[config.mk]
export PLATFORM = sky130hd
export DESIGN_NAME = tcc_top
export DESIGN_NICKNAME = d
export VERILOG_FILES = /design/src/tcc_pkg.sv /design/src/tcc_top.sv
export SDC_FILE = /design/constraint.sdc
export NUM_CORES = 1
export LEC_CHECK = 0
export ABC_AREA = 1
export CORE_MARGIN = 5
export CORE_UTILIZATION = 30
export CTS_CLUSTER_DIAMETER = 150
export CTS_CLUSTER_SIZE = 10
export DETAILED_ROUTE_END_ITERATION = 12
export DONT_BUFFER_PORTS = 1
export GPL_ROUTABILITY_DRIVEN = 0
export MAX_ROUTING_LAYER = met4
export PLACE_DENSITY = 0.43
export SLEW_MARGIN = 10
export SYNTH_ARGS = -nofsm -noshare
export SYNTH_HDL_FRONTEND = slang
export SYNTH_SLANG_ARGS = --single-unit
[constraint.sdc]
create_clock -name clk_i -period 2.5 [get_ports clk_i]
set_input_delay 0.25 -clock clk_i [delete_from_list [all_inputs] [get_ports clk_i]]
set_output_delay 0.25 -clock clk_i [all_outputs]
set_load 0.05 [all_outputs]
[src/tcc_pkg.sv]
package tcc_pkg;
   // Byte addresses on the Wishbone slave
   localparam logic [7:0] A_CTRL = 8'h00;
   localparam logic [7:0] A_SEL = 8'h04;
   localparam logic [7:0] A_TIMER = 8'h08;
   localparam logic [7:0] A_RELOAD = 8'h0C;
   localparam logic [7:0] A_CES = 8'h10;
   localparam logic [7:0] A_SETEN = 8'h14;
   localparam logic [7:0] A_CLREN = 8'h18;
   localparam logic [7:0] A_EVF = 8'h1C;
   localparam logic [7:0] A_IRQEN = 8'h20;
   localparam logic [7:0] A_CAP0 = 8'h24;
   localparam logic [7:0] A_CAP1 = 8'h28;
   localparam logic [7:0] A_CAP2 = 8'h2C;
   localparam logic [7:0] A_CAP3 = 8'h30;
   localparam logic [7:0] A_CMP0 = 8'h34;
   localparam logic [7:0] A_CMP1 = 8'h38;
   localparam logic [7:0] A_CMP2 = 8'h3C;
   localparam logic [7:0] A_PORT = 8'h40;
   localparam int CAP_N = 4;
   localparam int CMP_N = 3;
   // Field positions
   localparam int CTRL_HOVF = 7;
   localparam int CTRL_RUN = 2;
   localparam int CTRL_CSEL = 1;
   localparam int CTRL_DOWN = 0;
   localparam int SEL_HSEL = 7;
   localparam int SEL_LSEL = 6;
   localparam int SEL_LOVF = 4;
   localparam int IRQEN_TMR = 7;
   localparam int EV_CMP = 4;
   localparam int TOG_LO = 6;
   // Reset and limit values
   localparam logic [7:0] RST_BYTE = 8'h00;
   localparam logic [15:0] RST_WORD = 16'h0000;
   localparam logic [15:0] TOP_WORD = 16'hFFFF;
   localparam logic [7:0] TOP_BYTE = 8'hFF;
   localparam logic [2:0] PRE_ZERO = 3'h0;
   localparam logic [31:0] RD_NONE = 32'h0000_0000;
endpackage

[src/tcc_top.sv]
`timescale 1ns/10ps
// Contract
// - Counter-select 1 counts falling edges of count pin, else system clock.
// - Prescaler divides timer input by 1, 2, 4 or 8.
// - Timer advances only while run bit is set.
// - Low byte overflow sets low flag; high overflow sets both flags.
// - Timer interrupt needs enable and a selected, set overflow flag.
// - Overflow flags stay set until software writes zero.
// - 16-bit reload register gives up/down auto-reload and clock output.
// - Selected edge on capture pin loads timer into its capture pair.
// - Edge bit 2n+1 selects falling, 2n rising, both give either.
// - Capture pins also serve as external interrupt inputs.
// - Same edge selection governs capture and external interrupt.
// - Qualifying capture edge sets event flag n, interrupt if enabled.
// - Compare after each step; match flag set one cycle later.
// - Compare pair 0 match sets port bits 5:0 where set-enabled.
// - Compare pair 1 match clears port bits 5:0 where clear-enabled.
// - Compare pair 2 match inverts toggle flops driving port bits 7:6.
// - Zero enable bits leave the port pin untouched by matches.
module tcc_top (
   input wire logic clk_i,
   input wire logic rst_i,
   input wire logic wb_cyc_i,
   input wire logic wb_stb_i,
   input wire logic wb_we_i,
   input wire logic [7:0] wb_adr_i,
   input wire logic [3:0] wb_sel_i,
   input wire logic [31:0] wb_dat_i,
   output logic [31:0] wb_dat_o,
   output logic wb_ack_o,
   input wire logic external_count_pin_i,
   input wire logic [3:0] capture_input_i,
   output logic [7:0] port_o,
   output logic timer_clk_o,
   output logic irq_o
);
   logic [4:0] s1_ff, s2_ff, prev_ff;
   logic [4:0] rise, fall;
   logic [2:0] ctrl_ff;
   logic [7:0] tsel_ff;
   logic hovf_ff, lovf_ff;
   logic [15:0] timer_ff, reload_ff;
   logic [2:0] pre_ff;
   logic [2:0] pre_mask;
   logic [7:0] ces_ff, seten_ff, clren_ff, irqen_ff;
   logic [6:0] evf_ff;
   logic [15:0] cap_ff [tcc_pkg::CAP_N];
   logic [15:0] cmp_ff [tcc_pkg::CMP_N];
   logic [5:0] latch_ff;
   logic [1:0] tog_ff;
   logic tick_d_ff;
   logic [3:0] cap_evt;
   logic [2:0] match;
   logic acc, wr;
   logic wr_ctrl, wr_sel, wr_timer, wr_rel, wr_evf, wr_port;
   logic src_evt, tick, ovf, lovf_evt, down;
   logic timer_irq;
   logic [31:0] rdata;

   function automatic logic [15:0] merge16(input logic [15:0] old,
         input logic [31:0] d, input logic [3:0] sel);
      logic [15:0] r;
      r = old;
      if (sel[0]) begin
         r[7:0] = d[7:0];
      end
      if (sel[1]) begin
         r[15:8] = d[15:8];
      end
      return r;
   endfunction

   // Bus decode: one wait state, ack drops the cycle after
   assign acc = wb_cyc_i && wb_stb_i && !wb_ack_o;
   assign wr = acc && wb_we_i;
   assign wr_ctrl = wr && wb_sel_i[0] && wb_adr_i == tcc_pkg::A_CTRL;
   assign wr_sel = wr && wb_sel_i[0] && wb_adr_i == tcc_pkg::A_SEL;
   assign wr_timer = wr && wb_adr_i == tcc_pkg::A_TIMER;
   assign wr_rel = wr && wb_adr_i == tcc_pkg::A_RELOAD;
   assign wr_evf = wr && wb_sel_i[0] && wb_adr_i == tcc_pkg::A_EVF;
   assign wr_port = wr && wb_sel_i[0] && wb_adr_i == tcc_pkg::A_PORT;

   // First stage feeds only the second
   always_ff @(posedge clk_i) begin
      if (rst_i) begin
         s1_ff <= 5'h00;
         s2_ff <= 5'h00;
         prev_ff <= 5'h00;
      end else begin
         s1_ff <= {external_count_pin_i, capture_input_i};
         s2_ff <= s1_ff;
         prev_ff <= s2_ff;
      end
   end
   assign rise = s2_ff & ~prev_ff;
   assign fall = ~s2_ff & prev_ff;

   // Edge bits govern capture and external interrupt alike
   genvar g;
   generate
      for (g = 0; g < tcc_pkg::CAP_N; g++) begin : g_cap
         assign cap_evt[g] = (rise[g] && ces_ff[2*g]) ||
            (fall[g] && ces_ff[2*g+1]);
      end
   endgenerate

   // Timer source, prescaler and run gate
   assign down = ctrl_ff[tcc_pkg::CTRL_DOWN];
   assign src_evt = ctrl_ff[tcc_pkg::CTRL_CSEL] ? fall[4] : 1'b1;
   always_comb begin
      unique case (tsel_ff[1:0])
         2'h0: pre_mask = 3'h0;
         2'h1: pre_mask = 3'h1;
         2'h2: pre_mask = 3'h3;
         2'h3: pre_mask = 3'h7;
      endcase
   end
   assign tick = src_evt && ctrl_ff[tcc_pkg::CTRL_RUN] &&
      (pre_ff & pre_mask) == pre_mask;
   always_ff @(posedge clk_i) begin
      if (rst_i) begin
         pre_ff <= tcc_pkg::PRE_ZERO;
      end else if (!ctrl_ff[tcc_pkg::CTRL_RUN]) begin
         pre_ff <= tcc_pkg::PRE_ZERO;
      end else if (src_evt) begin
         pre_ff <= (pre_ff + 3'h1) & pre_mask;
      end
   end

   // Wrap at top (up) or at reload value (down)
   assign ovf = tick && (down ? timer_ff == reload_ff :
      timer_ff == tcc_pkg::TOP_WORD);
   assign lovf_evt = ovf || (tick && (down ?
      timer_ff[7:0] == tcc_pkg::RST_BYTE :
      timer_ff[7:0] == tcc_pkg::TOP_BYTE));
   always_ff @(posedge clk_i) begin
      if (rst_i) begin
         timer_ff <= tcc_pkg::RST_WORD;
      end else if (wr_timer) begin
         timer_ff <= merge16(timer_ff, wb_dat_i, wb_sel_i);
      end else if (ovf) begin
         timer_ff <= down ? tcc_pkg::TOP_WORD : reload_ff;
      end else if (tick) begin
         timer_ff <= down ? timer_ff - 16'h0001 :
            timer_ff + 16'h0001;
      end
   end

   always_ff @(posedge clk_i) begin
      if (rst_i) begin
         reload_ff <= tcc_pkg::RST_WORD;
         timer_clk_o <= 1'b0;
      end else begin
         if (wr_rel) begin
            reload_ff <= merge16(reload_ff, wb_dat_i, wb_sel_i);
         end
         if (ovf) begin
            timer_clk_o <= !timer_clk_o;
         end
      end
   end

   // Overflow flags: set wins, only a written zero clears
   always_ff @(posedge clk_i) begin
      if (rst_i) begin
         ctrl_ff <= tcc_pkg::PRE_ZERO;
         tsel_ff <= tcc_pkg::RST_BYTE;
         hovf_ff <= 1'b0;
         lovf_ff <= 1'b0;
      end else begin
         if (wr_ctrl) begin
            ctrl_ff <= wb_dat_i[2:0];
            hovf_ff <= ovf || wb_dat_i[tcc_pkg::CTRL_HOVF];
         end else begin
            hovf_ff <= ovf || hovf_ff;
         end
         if (wr_sel) begin
            tsel_ff <= {wb_dat_i[7:6], 2'h0, 2'h0, wb_dat_i[1:0]};
            lovf_ff <= lovf_evt || wb_dat_i[tcc_pkg::SEL_LOVF] ||
               (wr_ctrl && wb_dat_i[tcc_pkg::CTRL_HOVF]);
         end else begin
            lovf_ff <= lovf_evt || lovf_ff ||
               (wr_ctrl && wb_dat_i[tcc_pkg::CTRL_HOVF]);
         end
      end
   end

   // Capture pairs and compare pairs
   always_ff @(posedge clk_i) begin
      if (rst_i) begin
         for (int i = 0; i < tcc_pkg::CAP_N; i++) begin
            cap_ff[i] <= tcc_pkg::RST_WORD;
         end
      end else begin
         for (int i = 0; i < tcc_pkg::CAP_N; i++) begin
            if (cap_evt[i]) begin
               cap_ff[i] <= timer_ff;
            end
         end
      end
   end
   always_ff @(posedge clk_i) begin
      if (rst_i) begin
         for (int i = 0; i < tcc_pkg::CMP_N; i++) begin
            cmp_ff[i] <= tcc_pkg::RST_WORD;
         end
      end else begin
         for (int i = 0; i < tcc_pkg::CMP_N; i++) begin
            if (wr && wb_adr_i == tcc_pkg::A_CMP0 + 8'(4 * i)) begin
               cmp_ff[i] <= merge16(cmp_ff[i], wb_dat_i, wb_sel_i);
            end
         end
      end
   end

   // Compare only on the cycle after a step
   always_ff @(posedge clk_i) begin
      if (rst_i) begin
         tick_d_ff <= 1'b0;
      end else begin
         tick_d_ff <= tick;
      end
   end
   generate
      for (g = 0; g < tcc_pkg::CMP_N; g++) begin : g_cmp
         assign match[g] = tick_d_ff && timer_ff == cmp_ff[g];
      end
   endgenerate

   // Enable registers; upper set-enable bits read back the toggle flops
   always_ff @(posedge clk_i) begin
      if (rst_i) begin
         ces_ff <= tcc_pkg::RST_BYTE;
         seten_ff <= tcc_pkg::RST_BYTE;
         clren_ff <= tcc_pkg::RST_BYTE;
         irqen_ff <= tcc_pkg::RST_BYTE;
      end else if (wr && wb_sel_i[0]) begin
         unique case (wb_adr_i)
            tcc_pkg::A_CES: ces_ff <= wb_dat_i[7:0];
            tcc_pkg::A_SETEN: seten_ff <= wb_dat_i[7:0];
            tcc_pkg::A_CLREN: clren_ff <= wb_dat_i[7:0];
            tcc_pkg::A_IRQEN: irqen_ff <= wb_dat_i[7:0];
            default: ;
         endcase
      end
   end

   // Sticky event flags, write one to clear, set wins
   always_ff @(posedge clk_i) begin
      if (rst_i) begin
         evf_ff <= 7'h00;
      end else begin
         evf_ff <= (evf_ff & ~(wr_evf ? wb_dat_i[6:0] : 7'h00)) |
            {match, cap_evt};
      end
   end

   // Port: set then clear, clear wins on a tie
   always_ff @(posedge clk_i) begin
      if (rst_i) begin
         latch_ff <= 6'h00;
         tog_ff <= 2'h0;
      end else begin
         latch_ff <= ((wr_port ? wb_dat_i[5:0] : latch_ff) |
            (match[0] ? seten_ff[5:0] : 6'h00)) &
            ~(match[1] ? clren_ff[5:0] : 6'h00);
         if (match[2]) begin
            tog_ff <= tog_ff ^ clren_ff[7:6];
         end
      end
   end
   assign port_o = {tog_ff, latch_ff};

   assign timer_irq = irqen_ff[tcc_pkg::IRQEN_TMR] &&
      ((lovf_ff && tsel_ff[tcc_pkg::SEL_LSEL]) ||
      (hovf_ff && tsel_ff[tcc_pkg::SEL_HSEL]));
   always_ff @(posedge clk_i) begin
      if (rst_i) begin
         irq_o <= 1'b0;
      end else begin
         irq_o <= timer_irq || |(evf_ff & irqen_ff[6:0]);
      end
   end
   always_comb begin
      rdata = tcc_pkg::RD_NONE;
      unique case (wb_adr_i)
         tcc_pkg::A_CTRL: rdata[7:0] = {hovf_ff, 4'h0, ctrl_ff};
         tcc_pkg::A_SEL: rdata[7:0] = {tsel_ff[7:6], 1'b0, lovf_ff,
            2'h0, tsel_ff[1:0]};
         tcc_pkg::A_TIMER: rdata[15:0] = timer_ff;
         tcc_pkg::A_RELOAD: rdata[15:0] = reload_ff;
         tcc_pkg::A_CES: rdata[7:0] = ces_ff;
         tcc_pkg::A_SETEN: rdata[7:0] = {tog_ff, seten_ff[5:0]};
         tcc_pkg::A_CLREN: rdata[7:0] = clren_ff;
         tcc_pkg::A_EVF: rdata[6:0] = evf_ff;
         tcc_pkg::A_IRQEN: rdata[7:0] = irqen_ff;
         tcc_pkg::A_CAP0: rdata[15:0] = cap_ff[0];
         tcc_pkg::A_CAP1: rdata[15:0] = cap_ff[1];
         tcc_pkg::A_CAP2: rdata[15:0] = cap_ff[2];
         tcc_pkg::A_CAP3: rdata[15:0] = cap_ff[3];
         tcc_pkg::A_CMP0: rdata[15:0] = cmp_ff[0];
         tcc_pkg::A_CMP1: rdata[15:0] = cmp_ff[1];
         tcc_pkg::A_CMP2: rdata[15:0] = cmp_ff[2];
         tcc_pkg::A_PORT: rdata[7:0] = port_o;
         default: rdata = tcc_pkg::RD_NONE;
      endcase
   end
   always_ff @(posedge clk_i) begin
      if (rst_i) begin
         wb_ack_o <= 1'b0;
         wb_dat_o <= tcc_pkg::RD_NONE;
      end else begin
         wb_ack_o <= acc;
         if (acc && !wb_we_i) begin
            wb_dat_o <= rdata;
         end
      end
   end
endmodule

# After elaboration in Yosys (flattened, before gate mapping)
# Memory sizes are Yosys's and may differ from the RTL's.
# Cells that the tools add are included.
[classes]
n_addsub = 3
eq_ne = 28
mux = 68
n_bitwise = 22
n_reduce_logical = 64
[ops]
columns = ["cell", "n"]
rows = [
  ["$mux 16", 12],
  ["$mux 8", 20],
  ["$pmux 7 s17", 1],
  ["$pmux 8 s9", 1],
  ["$eq 16x16->1", 4],
  ["$eq 8x6->1 const B", 8],
  ["$logic_and 1x1->1", 33],
  ["$eq 8x5->1 const B", 4],
  ["$mux 1", 28],
  ["$mux 6", 3],
  ["$add 16x1->16 const B", 1],
  ["$eq 16x16->1 const B", 1],
  ["$eq 8x4->1 const B", 2],
  ["$logic_not 8->1", 2],
  ["$reduce_and 2->1", 8],
  ["$sub 16x1->16 const B", 1],
  ["$pmux 1 s15", 1],
  ["$and 7x7->7", 2],
  ["$logic_or 1x1->1", 13],
  ["$pmux 3 s4", 1],
  ["$eq 8x3->1 const B", 1],
  ["$eq 8x7->1 const B", 1],
  ["$eq 8x8->1 const B", 1],
  ["$mux 7", 1],
  ["other kinds (23)", 35],
]
[totals]
regBits = 124
ramBits = 112
in_bits = 54
output_inout_bits = 43
elab_cells = 211
memories = 2
[memory_table]
columns = ["memory", "depth", "word_bits", "read_ports", "rd_clocked_by_memory_dff", "write_ports", "line_no", "source"]
rows = [
  ["cap_ff", 4, 16, 4, 0, 4, "tcc_top.sv:47", "logic [15:0] cap_ff [tcc_pkg::CAP_N];"],
  ["cmp_ff", 3, 16, 3, 0, 3, "tcc_top.sv:48", "logic [15:0] cmp_ff [tcc_pkg::CMP_N];"],
]

# Logic depth before layout (Yosys ltp)
[depth]
ltp_word = 10
ltp_mapped = 15
mapped_depth_nobuf = 13

# Least setup slack after synthesis
# No wires, ideal clock.
[synth_timing]
path_kind = "register to register"
startpoint = "reg ctrl_ff[0]"
endpoint = "reg timer_ff[7]"
setup_time_ns = 0.119
arrival_ns = 1.973
required_time_ns = 2.381
setup_slack_ns = 0.407
path_stages_with_launch = 9
n_path_buf = 0
synth_period_minus_slack_ns = 2.093
cell_sequence = "dfxtp_1 > ha_1 > or2_2 > nand3_1 > nand2_1 > xor2_1 > or2_2 > nand3_1 > a21oi_1"
[synth_via]
elab_chain_cells = 4
word_cells_on_any_way = 9
classes_between = "mux: 6; reduce/logical: 3"
[synth_rtl]
columns = ["item", "line_no", "source"]
rows = [
  ["start: declaration", "tcc_top.sv:39", "logic [2:0] ctrl_ff;"],
  ["start signal: assignment", "tcc_top.sv:166", "ctrl_ff <= tcc_pkg::PRE_ZERO;"],
  ["start signal: assignment", "tcc_top.sv:172", "ctrl_ff <= wb_dat_i[2:0];"],
  ["$mux 16 or $mux 1 (tied branches)", "tcc_top.sv:144, tcc_top.sv:131", ""],
  ["$mux 16 or $logic_and 1x1->1 (tied branches)", "tcc_top.sv:143, tcc_top.sv:131", ""],
  ["$mux 16 or $reduce_bool 3->1 (tied branches)", "n/a", ""],
  ["$mux 16 or $reduce_and 2->1 (tied branches)", "n/a", ""],
  ["end signal: assignment", "tcc_top.sv:140", "timer_ff <= merge16(timer_ff, wb_dat_i, wb_sel_i);"],
  ["end signal: assignment", "tcc_top.sv:142", "timer_ff <= down ? tcc_pkg::TOP_WORD : reload_ff;"],
  ["end signal: assignment", "tcc_top.sv:144", "timer_ff <= down ? timer_ff - 16'h0001 :"],
  ["end: declaration", "tcc_top.sv:42", "logic [15:0] timer_ff, reload_ff;"],
]
# Several ways; a longest one is shown, not always the timed one. The select of a mux whose other input is x is not followed.
# A chain may end at the register's enable or synchronous reset.

# Final worst setup path
[layout_timing]
startpoint = "reg timer_ff[12]"
endpoint = "reg timer_ff[12]"
[layout_via]
elab_chain_cells = 5
word_cells_on_any_way = 12
classes_between = "add/sub: 2; eq/ne: 2; mux: 5; reduce/logical: 3"
[layout_rtl]
columns = ["item", "line_no", "source"]
rows = [
  ["start signal: assignment", "tcc_top.sv:138", "timer_ff <= tcc_pkg::RST_WORD;"],
  ["start signal: assignment", "tcc_top.sv:140", ""],
  ["start signal: assignment", "tcc_top.sv:142", ""],
  ["$add 16x1->16 (tied with other cells)", "tcc_top.sv:145", "timer_ff + 16'h0001;"],
  ["$mux 16 or $mux 1 (tied branches)", "tcc_top.sv:144, tcc_top.sv:131", ""],
  ["$mux 16 or $logic_and 1x1->1 (tied branches)", "tcc_top.sv:143, tcc_top.sv:131", ""],
  ["$mux 16 or $reduce_bool 3->1 (tied branches)", "n/a", ""],
  ["$mux 16 or $reduce_and 2->1 (tied branches)", "n/a", ""],
]
# Several ways; a longest one is shown, not always the timed one. The select of a mux whose other input is x is not followed.

==> results.json <==
{
  "status": "complete, no violations",
  "synth_compound_gate_area_share_pct": 14.0,
  "postRouteAntennaNets": 0,
  "finalCoreUtilization_pct": 34.7,
  "period_minus_slack_ps": 2190,
  "postcts_setup_bufs": 0,
  "fp-row-count": 74,
  "finalMaxSlewViolations": 0,
  "path_delay_family": "simple AND/OR/NAND/NOR gates",
  "post_cts_resize_count": 0,
  "via_per_inst": 4.91,
  "clockRootBuffer": "clkbuf_16",
  "r2r_setup_slack_ps": 310,
  "syn_avg_cell_area_um2": 7.57,
  "num_antenna_cells": 0,
  "setup_slack_ps": 314,
  "globalRoute.totalOverflow": 0,
  "cp-end-kind": "flip-flop",
  "cts-root-to-sink-buffers": 3,
  "io-pin-count": 97,
  "cp_num_buf_inv": 1,
  "worstReg2RegStart": "timer_ff[12]",
  "path_cells": "inv_2 > nand2_1 > nand2_1 > nor2_1 > nand2_1 > nor2_4 > nand3_4 > nand2_1 > nand3_1 > nand2_1 > a21oi_1",
  "hp-class": "in -> reg",
  "synth_area_leaders": "edfxtp_1, dfxtp_1, nand2_1",
  "cts_tree": "done",
  "holdCritStartpoint": "wb_dat_i[3]",
  "total_leakage_power_nw": 5.74,
  "synth_top_family_by_area": "simple AND/OR/NAND/NOR gates",
  "period_share_pct": 87.5,
  "drc_errors": 0,
  "synth_simple_gate_area_share_pct": 26.7,
  "timing.critical_path.from_type": "flip-flop",
  "hold_slack_ps": 15.7,
  "worstHoldPathCells": 2,
  "synth_top_area_share_pct": 26.9,
  "yosys_register_bits": 236,
  "yosysTopAreaCell": "edfxtp_1",
  "synth_edf_count": 112,
  "final-instance-count-excl-fill": 2244,
  "critical_path.max_fanout": 14,
  "die_y_um": 214,
  "vias": 11000,
  "cpPeakStageDelay_ps": 620,
  "critical_path.reg2reg.endpoint": "timer_ff[12]",
  "cell_with_the_most_instances_after_synthesis": "nand2_1",
  "min_to": "reload_ff[3]",
  "share_of_cells_above_drive_strength_1_pct": 9.11,
  "number_of_global_route_vias_before_repair": 10700,
  "p_per_area_nw_per_um2": 576,
  "dp_cells": 2174,
  "drtIter0Drc": 867,
  "core_um2": 41000,
  "synthAdderAreaFrac_pct": 1.66,
  "worst_path_most_repeated_cell": "nand2_1",
  "cp_class": "reg -> reg",
  "grt_use_total_pct": 20.1,
  "worst_rel_slew_slack_pct": 32.5,
  "grt_start_max_net_pins": 55,
  "routed_wl_um": 46400,
  "synth.yosys.seq_area_share_pct": 46.8,
  "worst_r2r_path_depth": 11,
  "worst_setup_hold_path_clk_slew_ps": 60,
  "dpl_worst_slack_ps": 242,
  "max-vdd-ir-drop_mv": 0.472,
  "dieArea_um2": 45800,
  "insertion_delay_ps": 560,
  "timing.fmax_mhz": 457,
  "port-buffer-count": 0,
  "fin_worst_skew_ps": 20.9,
  "grt_first_pass_wirelength_um": 69100,
  "muxShareOfSynthArea_pct": 0,
  "clock_tree.htree_level_count": 1,
  "drt-wirelength-per-cell_um": 20.7,
  "post_synth_most_frequent_cells": "nand2_1, nor2_1, inv_1",
  "tritoncts.num_buffers": 27,
  "tritoncts_num_sinks": 236,
  "yosys_most_used_dff": "dfxtp_1",
  "drt_pre_antenna_iters": 5,
  "synthesized_area_um2": 12500,
  "tns_ps": 0,
  "timing.critical_path.slowest_stage_cell": "dfxtp_1",
  "worstPathRequired_ps": 2920,
  "initial_utilization_pct": 30.4,
  "crit_arrival_ps": 2610,
  "synth_warnings": 0,
  "number_of_nets_at_the_end_of_the_flow": 1766,
  "yosys.cell_types.count": 49,
  "synth_async_sr_flop_share_pct": 0,
  "worst_slew_pin_slew_ps": 1010,
  "grt_antenna_before_repair": 1,
  "yosys.area_share.xor_xnor_pct": 1.61,
  "rsz0062_at_grt": "false",
  "finalHoldViolCount": 0,
  "layout-area-overhead-vs-synth_pct": 14.1,
  "maxCapViolations": 0,
  "synthCells": 1649,
  "post-dp-hpwl_um": 34300,
  "horizontal_extent_of_the_die_um": 214,
  "setup-violations-final": 0
}
-- kinds of logic after synthesis --
group                    after synthesis
adder cells (fa/ha/maj)               16
other                                  1
buffers and inverters                259
AND/OR/NAND/NOR                      791
XOR/XNOR                              23
flip-flops                           236
AO/OA/AOI/OAI                        323
-- stage by stage --
stage	cell area, um^2	total power (W)
after floorplan	12500	0.00445
after global placement	13200	0.00452
after detailed placement	13200	0.00452
after CTS	14200	0.00831
after global routing	14200	0.00849
final	14200	0.00821
-- placed cells by master, fill, tap and decap left out, types with 3 or more instances in the layout --
cell type and instances:
a211oi_1 4, a21oi_1 152, a221oi_1 3, a22o_1 5, a31oi_1 4, buf_4 55, clkbuf_1 16, clkbuf_16 27
clkinv_1 4, conb_1 16, dfxtp_1 123, dlygate4sd3_1 24, edfxtp_1 112, ha_1 15, inv_1 153, inv_2 22
nand2_1 433, nand2_2 3, nand3_1 85, nand3_2 3, nand4_1 25, nor2_1 184, nor2_2 13, nor2_4 5
nor3_1 17, nor3b_1 5, o211ai_1 4, o21ai_0 122, o21ai_2 3, o22ai_1 16, or2_2 12, xnor2_1 11
xor2_1 12
-- worst max path at each step --
stage                 startpoint             to  slack, ps  depth (start not counted)
floorplan             ctrl_ff[0]    timer_ff[7]        410                          8
global placement     wb_adr_i[7]  cmp_ff[0][28]        290                          7
detailed placement   wb_adr_i[7]  cmp_ff[0][28]        240                          7
CTS                 timer_ff[14]   timer_ff[15]        330                         12
global route        timer_ff[14]   timer_ff[13]        120                         12
finish              timer_ff[12]   timer_ff[12]        310                         11
-- state kept, by name, summed over array words and instances, names as in the netlist, 5 cells and up --
signal	flops
timer_ff	16
wb_dat_o	16
cmp_ff	48
reload_ff	16
cap_ff	64
irqen_ff	8
latch_ff	6
clren_ff	8
s1_ff	5
evf_ff	7
seten_ff	6
ces_ff	8
s2_ff	5
prev_ff	5
-- layout make-up --
class,instances,area (um^2)
Sequential cell,236,5850
Clock inverter,2,38.8
Timing Repair Buffer,82,721
Inverter,180,678
Clock buffer,43,736
Multi-Input combinational cell,1169,5550
Tap cell,532,666
Fill cell,4398,26800
-- power breakdown --
| part | internal [W] | switching [W] |
|---|---|---|
| sequential | 0.00411 | 0.0000381 |
| combinational | 0.0000870 | 0.000264 |
| clock | 0.00210 | 0.00161 |
-- timing repair --
action / in CTS / in global routing
endpoints found under the hold margin: 90 / 0
endpoints found under the setup margin: 0 / 0
hold buffers: 25 / 0
-- per-layer routing --
metal,track usage (%),routed length (um),vias to the layer above
li1,-,-,5478
met1,26.3,21100,5228
met2,33.4,22100,246
met3,2.88,1970,69
met4,4.51,1160,0
met5,-,0,-
Note: power is estimated with default switching activity, not from simulation.
